File: config.mk
export PLATFORM = sky130hd
export DESIGN_NAME = tcds_sequencer
export DESIGN_NICKNAME = d
export VERILOG_FILES = /design/src/verilog/tcds_pkg.sv /design/src/verilog/tcds_timer.sv /design/src/verilog/tcds_sequencer.sv
export SDC_FILE = /design/constraint.sdc
export NUM_CORES = 2
export LEC_CHECK = 0
export ABC_AREA = 1
export BUFFER_PORTS_ARGS = -buffer_cell sky130_fd_sc_hd__buf_4
export CORE_MARGIN = 2
export CORE_UTILIZATION = 25
export DETAILED_ROUTE_END_ITERATION = 10
export HOLD_SLACK_MARGIN = 0.1
export PLACE_DENSITY = 0.36
export SLEW_MARGIN = 20
export SYNTH_ARGS = -nofsm -noshare
export SYNTH_HDL_FRONTEND = slang
export SYNTH_HIERARCHICAL = 1
export SYNTH_SLANG_ARGS = --single-unit
File: constraint.sdc
create_clock -name clk_i -period 6.6 [get_ports clk_i]
set_input_delay 1.32 -clock clk_i [delete_from_list [all_inputs] [get_ports clk_i]]
set_output_delay 1.32 -clock clk_i [all_outputs]
set_load 0.05 [all_outputs]
File: src/verilog/tcds_pkg.sv
// Purpose: shared constants and types for the two-channel delay sequencer
// Assumes: 10 MHz clock, 10 ms time-base tick
// Notes:   interval figures are given in seconds or ms and converted to ticks of the time base
`default_nettype none
package tcds_pkg;

	// ----------------------------------------------------------------
	// time base
	// ----------------------------------------------------------------
	localparam int CLK_HZ = 10_000_000;
	localparam int TICK_MS = 10;
	localparam int TICK_CYC = CLK_HZ / 1000 * TICK_MS;
	localparam logic [31:0] TICKS_PER_S = 32'(1000 / TICK_MS);
	// initialisation after supply, least time so round up
	localparam int INIT_MS = 250;
	localparam logic [31:0] INIT_TICKS = 32'((INIT_MS + TICK_MS - 1) / TICK_MS);
	// fixed pre-start durations
	localparam int PRE_ON_S = 10;
	localparam int PRE_GAP_S = 30;
	localparam logic [31:0] PRE_ON_TICKS = 32'(PRE_ON_S) * TICKS_PER_S;
	localparam logic [31:0] PRE_GAP_TICKS = 32'(PRE_GAP_S) * TICKS_PER_S;

	// ----------------------------------------------------------------
	// widths
	// ----------------------------------------------------------------
	localparam int SET_W = 8;
	localparam int RNG_W = 3;
	localparam int MODE_W = 3;
	localparam int CNT_W = 32;
	localparam int BOOT_CYC = 3;
	localparam int BLINK_BIT = 5;

	// ----------------------------------------------------------------
	// full-scale of each range, seconds
	// ----------------------------------------------------------------
	localparam logic [31:0] T1_FS_S [8] = '{32'h1, 32'hA, 32'h64, 32'h3C,
		32'h258, 32'h1770, 32'hE10, 32'h8CA0};
	localparam logic [31:0] T2_FS_S [8] = '{32'hA, 32'h64, 32'h3C, 32'h258,
		32'h1770, 32'hE10, 32'h8CA0, 32'h11940};

	// ----------------------------------------------------------------
	// types
	// ----------------------------------------------------------------
	typedef enum logic [MODE_W-1:0] {
		MODE_ON_DELAY = 3'h0,
		MODE_PULSE1 = 3'h1,
		MODE_INTER1 = 3'h2,
		MODE_PRESTART = 3'h3,
		MODE_PULSE2 = 3'h4,
		MODE_INTER2 = 3'h5,
		MODE_OFF_DELAY = 3'h6,
		MODE_RESERVED = 3'h7
	} tcds_mode_t;

	typedef enum logic [2:0] {
		PH_DARK = 3'h0,
		PH_INIT = 3'h1,
		PH_A = 3'h2,
		PH_B = 3'h3,
		PH_C = 3'h4,
		PH_DONE = 3'h5
	} tcds_phase_t;

	// setting scaled into its range; full knob gives just under full scale
	function automatic logic [31:0] interval_ticks(input logic [SET_W-1:0] set,
		input logic [RNG_W-1:0] rng, input logic second);
		logic [31:0] fs;
		logic [SET_W+31:0] prod;
		fs = second ? T2_FS_S[rng] * TICKS_PER_S : T1_FS_S[rng] * TICKS_PER_S;
		prod = {{SET_W{1'b0}}, fs} * {32'h0000_0000, set};
		return prod[SET_W+31:SET_W];
	endfunction

endpackage
`default_nettype wire

File: src/verilog/tcds_timer.sv
// Purpose: per-channel down counter on the shared time-base tick
// Assumes: load wins over counting in the same cycle
// Notes:   done stays high from expiry until the next load
`timescale 1ns/1ns
`default_nettype none
module tcds_timer #(
	parameter int CNT_W = tcds_pkg::CNT_W
) (
	// clock and reset
	input wire logic clk_i,
	input wire logic nrst_i,
	// control
	input wire logic tick_i,
	input wire logic load_i,
	input wire logic [CNT_W-1:0] load_val_i,
	// status
	output logic done_o
);

	typedef struct packed {
		logic run;
		logic [CNT_W-1:0] cnt;
	} tcds_tmr_t;

	tcds_tmr_t q;
	tcds_tmr_t d;

	always_comb begin
		d = q;
		if (load_i) begin
			d.run = 1'b1;
			d.cnt = load_val_i;
		end else if (q.run && tick_i && (q.cnt != '0)) begin
			d.cnt = q.cnt - 1'b1;
		end
	end

	always_ff @(posedge clk_i or negedge nrst_i) begin
		if (!nrst_i) begin
			q <= '0;
		end else begin
			q <= d;
		end
	end

	assign done_o = q.run && (q.cnt == '0);

endmodule
`default_nettype wire

File: src/verilog/tcds_sequencer.sv
// Purpose: two-channel programmable delay sequencer with seven algorithms
// Assumes: knobs and range switches are static while a duration is loaded
// Notes:   one 10 ms time base feeds both channel timers
`timescale 1ns/1ns
`default_nettype none

module tcds_sequencer #(
	parameter int TICK_CYCLES = tcds_pkg::TICK_CYC
) (
	// clock and reset
	input wire logic clk_i,
	input wire logic nrst_i,
	// algorithm selector
	input wire logic [tcds_pkg::MODE_W-1:0] algo_select_i,
	// supply triggers
	input wire logic ch1_supply_input_i,
	input wire logic ch2_supply_input_i,
	// channel 1 settings
	input wire logic [tcds_pkg::SET_W-1:0] ch1_first_interval_setting_i,
	input wire logic [tcds_pkg::SET_W-1:0] ch1_second_interval_setting_i,
	input wire logic [tcds_pkg::RNG_W-1:0] range_select_ch1_i,
	// channel 2 settings
	input wire logic [tcds_pkg::SET_W-1:0] ch2_first_interval_setting_i,
	input wire logic [tcds_pkg::SET_W-1:0] ch2_second_interval_setting_i,
	input wire logic [tcds_pkg::RNG_W-1:0] range_select_ch2_i,
	// channel 1 load and indicator
	output logic ch1_no_closed_o,
	output logic ch1_nc_closed_o,
	output logic ch1_led_green_o,
	output logic ch1_led_red_o,
	// channel 2 load and indicator
	output logic ch2_no_closed_o,
	output logic ch2_nc_closed_o,
	output logic ch2_led_green_o,
	output logic ch2_led_red_o
);

	localparam int DIV_W = $clog2(TICK_CYCLES);
	localparam int CW = tcds_pkg::CNT_W;

	// ----------------------------------------------------------------
	// state
	// ----------------------------------------------------------------
	typedef struct packed {
		logic [1:0] nc;
		logic [1:0] no;
		logic [1:0] grn;
		logic [1:0] red;
		logic [tcds_pkg::MODE_W-1:0] m1;
		logic [tcds_pkg::MODE_W-1:0] m2;
		logic [tcds_pkg::MODE_W-1:0] m3;
		logic [1:0] boot;
		logic booted;
		tcds_pkg::tcds_mode_t mode;
		logic [1:0] s1;
		logic [1:0] s2;
		logic [1:0] s3;
		logic [1:0] pres;
		logic [1:0] pv;
		logic [DIV_W-1:0] div;
		logic tick;
		logic [tcds_pkg::BLINK_BIT:0] blk;
		tcds_pkg::tcds_phase_t [1:0] ph;
		logic od_on;
	} tcds_state_t;

	localparam int SW = $bits(tcds_state_t);
	// normally-closed pairs rest closed
	localparam tcds_state_t ST_RST = tcds_state_t'({2'h3, {(SW-2){1'b0}}});

	tcds_state_t q;
	tcds_state_t n;
	logic [1:0] ld;
	logic [CW-1:0] lv [2];
	logic [1:0] done;
	logic [CW-1:0] t1 [2];
	logic [CW-1:0] t2 [2];
	logic [1:0] rise;
	logic [1:0] fall;
	logic [1:0] on;

	// ----------------------------------------------------------------
	// channel timers
	// ----------------------------------------------------------------
	// per-channel counters
	genvar g;
	generate
		for (g = 0; g < 2; g++) begin : gen_tmr
			tcds_timer #(
				.CNT_W(CW)
			) u_tmr (
				.clk_i(clk_i),
				.nrst_i(nrst_i),
				.tick_i(q.tick),
				.load_i(ld[g]),
				.load_val_i(lv[g]),
				.done_o(done[g])
			);
		end
	endgenerate

	// ----------------------------------------------------------------
	// next state
	// ----------------------------------------------------------------
	always_comb begin
		n = q;
		ld = '0;
		lv[0] = '0;
		lv[1] = '0;
		on = '0;
		t1[0] = tcds_pkg::interval_ticks(ch1_first_interval_setting_i, range_select_ch1_i, 1'b0);
		t2[0] = tcds_pkg::interval_ticks(ch1_second_interval_setting_i, range_select_ch1_i, 1'b1);
		t1[1] = tcds_pkg::interval_ticks(ch2_first_interval_setting_i, range_select_ch2_i, 1'b0);
		t2[1] = tcds_pkg::interval_ticks(ch2_second_interval_setting_i, range_select_ch2_i, 1'b1);

		// pin synchronisers; a supply level counts once stages two and three agree
		n.m1 = algo_select_i;
		n.m2 = q.m1;
		n.m3 = q.m2;
		n.s1 = {ch2_supply_input_i, ch1_supply_input_i};
		n.s2 = q.s1;
		n.s3 = q.s2;
		for (int i = 0; i < 2; i++) begin
			if (q.s2[i] == q.s3[i]) begin
				n.pres[i] = q.s3[i];
			end
		end
		n.pv = q.pres;
		rise = q.pres & ~q.pv;
		fall = ~q.pres & q.pv;

		n.tick = 1'b0;
		if (q.div == DIV_W'(TICK_CYCLES - 1)) begin
			n.div = '0;
			n.tick = 1'b1;
		end else begin
			n.div = q.div + 1'b1;
		end
		if (q.tick) begin
			n.blk = q.blk + 1'b1;
		end

		if (!q.booted) begin
			// selector captured once, after the synchroniser has filled
			if (q.boot == 2'(tcds_pkg::BOOT_CYC)) begin
				n.booted = 1'b1;
				n.mode = tcds_pkg::tcds_mode_t'(q.m3);
			end else begin
				n.boot = q.boot + 1'b1;
			end
		end else begin
			for (int i = 0; i < 2; i++) begin
				if (rise[i] && !(q.mode == tcds_pkg::MODE_OFF_DELAY && i == 0 && !q.pres[1])) begin
					n.ph[i] = tcds_pkg::PH_INIT;
					ld[i] = 1'b1;
					lv[i] = tcds_pkg::INIT_TICKS;
				end else if (fall[i]) begin
					n.ph[i] = tcds_pkg::PH_DARK;
					if (q.mode == tcds_pkg::MODE_OFF_DELAY && i == 0 && q.pres[1]) begin
						n.ph[1] = tcds_pkg::PH_A;
						ld[1] = 1'b1;
						lv[1] = t1[1] + t2[1];
					end
					if (q.mode == tcds_pkg::MODE_OFF_DELAY && i == 1) begin
						n.ph[0] = tcds_pkg::PH_DARK;
						n.od_on = 1'b0;
					end
				end else if (done[i] && q.ph[i] != tcds_pkg::PH_DARK
					&& q.ph[i] != tcds_pkg::PH_DONE) begin
					// durations are read only when loaded
					ld[i] = 1'b1;
					case (q.mode)
						tcds_pkg::MODE_ON_DELAY, tcds_pkg::MODE_PULSE2: begin
							if (q.ph[i] == tcds_pkg::PH_INIT) begin
								n.ph[i] = tcds_pkg::PH_A;
								lv[i] = t1[i] + t2[i];
							end else begin
								n.ph[i] = tcds_pkg::PH_DONE;
							end
						end
						tcds_pkg::MODE_PULSE1: begin
							if (q.ph[i] == tcds_pkg::PH_INIT) begin
								n.ph[i] = tcds_pkg::PH_A;
								lv[i] = t2[i];
							end else if (q.ph[i] == tcds_pkg::PH_A) begin
								n.ph[i] = tcds_pkg::PH_B;
								lv[i] = t1[i];
							end else begin
								n.ph[i] = tcds_pkg::PH_DONE;
							end
						end
						tcds_pkg::MODE_INTER1: begin
							if (q.ph[i] == tcds_pkg::PH_A && t2[i] != '0) begin
								n.ph[i] = tcds_pkg::PH_B;
								lv[i] = t2[i];
							end else begin
								n.ph[i] = tcds_pkg::PH_A;
								lv[i] = t1[i];
							end
						end
						tcds_pkg::MODE_INTER2: begin
							if (q.ph[i] != tcds_pkg::PH_A && t1[i] != '0) begin
								n.ph[i] = tcds_pkg::PH_A;
								lv[i] = t1[i];
							end else begin
								n.ph[i] = tcds_pkg::PH_B;
								lv[i] = t2[i];
							end
						end
						tcds_pkg::MODE_PRESTART: begin
							if (i == 1 || q.ph[i] == tcds_pkg::PH_C) begin
								n.ph[i] = tcds_pkg::PH_DONE;
							end else if (q.ph[i] == tcds_pkg::PH_INIT) begin
								n.ph[i] = tcds_pkg::PH_A;
								lv[i] = tcds_pkg::PRE_ON_TICKS;
							end else if (q.ph[i] == tcds_pkg::PH_A) begin
								n.ph[i] = tcds_pkg::PH_B;
								lv[i] = tcds_pkg::PRE_GAP_TICKS;
							end else begin
								n.ph[i] = tcds_pkg::PH_C;
								lv[i] = tcds_pkg::PRE_GAP_TICKS;
							end
						end
						tcds_pkg::MODE_OFF_DELAY: begin
							if (i == 0 && q.ph[i] == tcds_pkg::PH_INIT) begin
								n.ph[i] = tcds_pkg::PH_A;
								lv[i] = t1[0] + t2[0];
							end else begin
								n.ph[i] = tcds_pkg::PH_DONE;
								if (i == 0 && q.ph[i] == tcds_pkg::PH_A) begin
									n.od_on = 1'b1;
								end
								if (i == 1 && q.ph[i] == tcds_pkg::PH_A) begin
									n.od_on = 1'b0;
								end
							end
						end
						default: begin
							n.ph[i] = tcds_pkg::PH_DONE;
						end
					endcase
				end
			end
		end

		// ------------------------------------------------------------
		// contacts and indicators
		// ------------------------------------------------------------
		for (int i = 0; i < 2; i++) begin
			case (q.mode)
				tcds_pkg::MODE_ON_DELAY: begin
					on[i] = n.ph[i] == tcds_pkg::PH_DONE;
				end
				tcds_pkg::MODE_PULSE1, tcds_pkg::MODE_INTER1: begin
					on[i] = n.ph[i] == tcds_pkg::PH_B;
				end
				tcds_pkg::MODE_PULSE2, tcds_pkg::MODE_INTER2: begin
					// ON in phase A: the t1+t2 sum in pulse2, the first interval in inter2
					on[i] = n.ph[i] == tcds_pkg::PH_A;
				end
				tcds_pkg::MODE_PRESTART: begin
					if (i == 0) begin
						on[i] = n.ph[i] == tcds_pkg::PH_A || n.ph[i] == tcds_pkg::PH_C;
					end else begin
						// channel 2 closes after the sequence
						// never while channel 1 is closed
						on[i] = n.ph[1] == tcds_pkg::PH_DONE && n.ph[0] == tcds_pkg::PH_DONE
							&& !on[0];
					end
				end
				tcds_pkg::MODE_OFF_DELAY: begin
					on[i] = i == 1 && n.od_on && n.ph[1] != tcds_pkg::PH_DARK;
				end
				default: begin
					on[i] = 1'b0;
				end
			endcase
			n.no[i] = on[i];
			n.nc[i] = !on[i];
			if (n.ph[i] == tcds_pkg::PH_DARK) begin
				n.grn[i] = 1'b0;
				n.red[i] = 1'b0;
			end else if (q.mode == tcds_pkg::MODE_RESERVED
				&& n.ph[i] == tcds_pkg::PH_DONE) begin
				// unused selection only blinks, contacts stay open
				n.grn[i] = q.blk[tcds_pkg::BLINK_BIT];
				n.red[i] = !q.blk[tcds_pkg::BLINK_BIT];
			end else begin
				n.grn[i] = !on[i];
				n.red[i] = on[i];
			end
		end
	end

	// ----------------------------------------------------------------
	// registers
	// ----------------------------------------------------------------
	always_ff @(posedge clk_i or negedge nrst_i) begin
		if (!nrst_i) begin
			q <= ST_RST;
		end else begin
			q <= n;
		end
	end

	assign ch1_no_closed_o = q.no[0];
	assign ch1_nc_closed_o = q.nc[0];
	assign ch1_led_green_o = q.grn[0];
	assign ch1_led_red_o = q.red[0];
	assign ch2_no_closed_o = q.no[1];
	assign ch2_nc_closed_o = q.nc[1];
	assign ch2_led_green_o = q.grn[1];
	assign ch2_led_red_o = q.red[1];

endmodule
`default_nettype wire

==> flow_metrics.tcl <==
set metrics [dict create \
    detail-route-antenna-nets 0 \
    max_clock_freq_mhz 100 \
    clockBufferDepth 2 \
    ys_ff_latch 130 \
    antenna_found_initial 0 \
    dieArea_um2 167000 \
    maxSlewHeadroom 0.319 \
    syn_area_um2 41000 \
    gp_congestion 0.861 \
    fin_util 0.375 \
    finalCritPeriodShare 1.51 \
    fp.dieW_um 409 \
    via_per_inst 4.36 \
    layout.cells.non_filler 9742 \
    cap_violations 0 \
    first_pass_iters 6 \
    cts_root_buf "clkbuf_16" \
    cts.sinks 130 \
    htree_levels 4 \
    grt_start_max_net_pins 93 \
    yosysWarnings 6 \
    criticalPathCategory "primary input to flip-flop" \
    dp_hpwl_um 132000 \
    die_h_um 409 \
    synth_flop_cell "dfrtp_1" \
    initial_utilization 0.252 \
    cts_hold_buf 0 \
    finalHoldViolCount 0 \
    cp_max_fo 6 \
    worst_path_most_repeated_cell "buf_4" \
    largest_register "gen_tmr.u_tmr/q" \
    clk_pin_slew_ns 0.06 \
    grt_pass1_wl_um 246000 \
    drcViolationCount 0 \
    antenna_cells 0 \
    vias 42463 \
    setup_viol 64 \
    hp-class "flip-flop to flip-flop" \
    skew_ns 0.0132 \
    syn_inst 6107 \
    synth_area_leaders "fa_1 (24%), nand2_1 (14%), ha_1 (13%), inv_1 (12%), dfrtp_1 (7.8%)" \
    final_nets 8517 \
    crit_path_end_kind "flip-flop" \
    arrival_ns 10.36 \
    grt_usage 0.185 \
    tightest_slew_ns 1.02 \
    first_iter_violations 1760 \
    ys_seq_area_frac 0.0795 \
    io_pins 53 \
    drive_above_1_share 0.349 \
    routedWlPerCell_um 15.8 \
    wirelength_um 154000 \
    status "finished with violations" \
    cp.required_ns 6.98 \
    fp.coreArea_um2 163000 \
    rsz0062_at_grt "true" \
    numPortBuffers 52 \
    largest_reg_flops 66 \
    synth_top_area_frac 0.241 \
    final_cell_mix "buf_4 (1412), nand2_1 (1299), inv_1 (1169), nor2_1 (646), fa_1 (484)" \
    final_common_cell "buf_4" \
    cpPeakStageDelay_ns 0.55 \
    synth_edf_count 0 \
    placed_cells 9498 \
    clock_latency_ns 0.47 \
    min_period_ns 9.98 \
    slowest_stage "fa_1" \
    synth_top_area_cell "fa_1" \
    cts_buffers 17 \
    crit_path_start_kind "primary input" \
    dp_slack_ns -4.34 \
    synth.avg_cell_area_um2 6.71 \
    grt_overflow 0 \
    yosysUniqueCellTypes 75 \
    grt_pass1_vias 44663 \
    drv_slew 0 \
    setup_ws_ns -3.38 \
    ys_async_sr_fraction 1.00 \
    cts_tree "built" \
    violations "negative setup slack" \
    area_growth_pct 48.8 \
    fp-row-count 148 \
]
final cells by class:
type	instances	area, µm²
fillers	17488	102000
multi-input cells	4569	37400
repair buffers	1519	12000
inverters	1317	5010
flip-flops and latches	130	3260
well taps	2175	2720
clock buffers	23	458
clock inverters	9	108
through the flow:
step	setup TNS (ns)	hold WS, ns	instance area, µm²
after global routing	-229.93	0.365	61000
final	-198.63	0.346	61000
after CTS	-195.67	0.349	59200
after detailed placement	-256.82	0.336	54600
after global placement	-252.69	0.336	54600
after floorplan	-173.78	0.331	42500
per-layer routing:
layer / global-route usage / vias to the layer above / part of all wire / wire [µm]
met5: 0 / - / 0 / 0
met4: 0.0302 / 0 / 0.016 / 2410
met3: 0.0130 / 95 / 0.022 / 3340
met2: 0.319 / 483 / 0.47 / 72800
met1: 0.255 / 20228 / 0.49 / 75300
li1: - / 21657 / - / -
cells by family after synthesis:
kind of cell | Yosys count | share of synthesized area
AOI/OAI and AO/OA | 702 | 0.0998
buffers and inverters | 1425 | 0.133
other | 2 | 0.000183
xor gates and xnor gates | 119 | 0.0267
adders and majority gates | 920 | 0.371
DFF | 130 | 0.0795
and+or+nand+nor | 2807 | 0.290
muxes | 2 | 0.000519
worst max-delay path, delay by kind of cell:
kind	cells	cell delay [ns]
adder cells (fa/ha/maj)	10	3.97
XOR/XNOR	1	0.14
AND/OR/NAND/NOR	18	1.75
buffers and inverters	21	2.22
AO/OA/AOI/OAI	7	0.93
cell usage after synthesis (all sizes together) (24+ instances only):
cell type  count
inv         1307
dfrtp        128
nor2         791
xnor2         32
xor2          87
nor3          58
fa           493
nand2       1542
clkbuf        83
nand4         46
ha           425
o21ai        231
or2           38
nand3        278
buf           25
nand3b        24
a21oi        295
final timing paths:
kind                                             from                     end  slack, ns  cells past startpoint
worst max-delay path            range_select_ch2_i[1]  gen_tmr[1].u_tmr/q[13]      -3.38                     57
worst min-delay path                            n[49]                   q[49]       0.35                      0
worst max register to register  gen_tmr[0].u_tmr/q[0]  gen_tmr[0].u_tmr/q[28]       2.04                     15
worst min register to register                  n[49]                   q[49]       0.35                      0
max in group asynchronous                      nrst_i         ch1_nc_closed_o       4.51                      2
min in group asynchronous                      nrst_i  gen_tmr[1].u_tmr/q[31]       0.95                      1
repair_timing:
item / in CTS / in global routing
cloned: 0 / 0
resized for setup: 673 / 351
pin swaps: 418 / 226
endpoints found under the setup margin: 64 / 64
setup buffers: 171 / 56
Power is left out: the tool's default activity adds up to more than one toggle a clock period on the data nets, which glitch-free logic cannot reach.
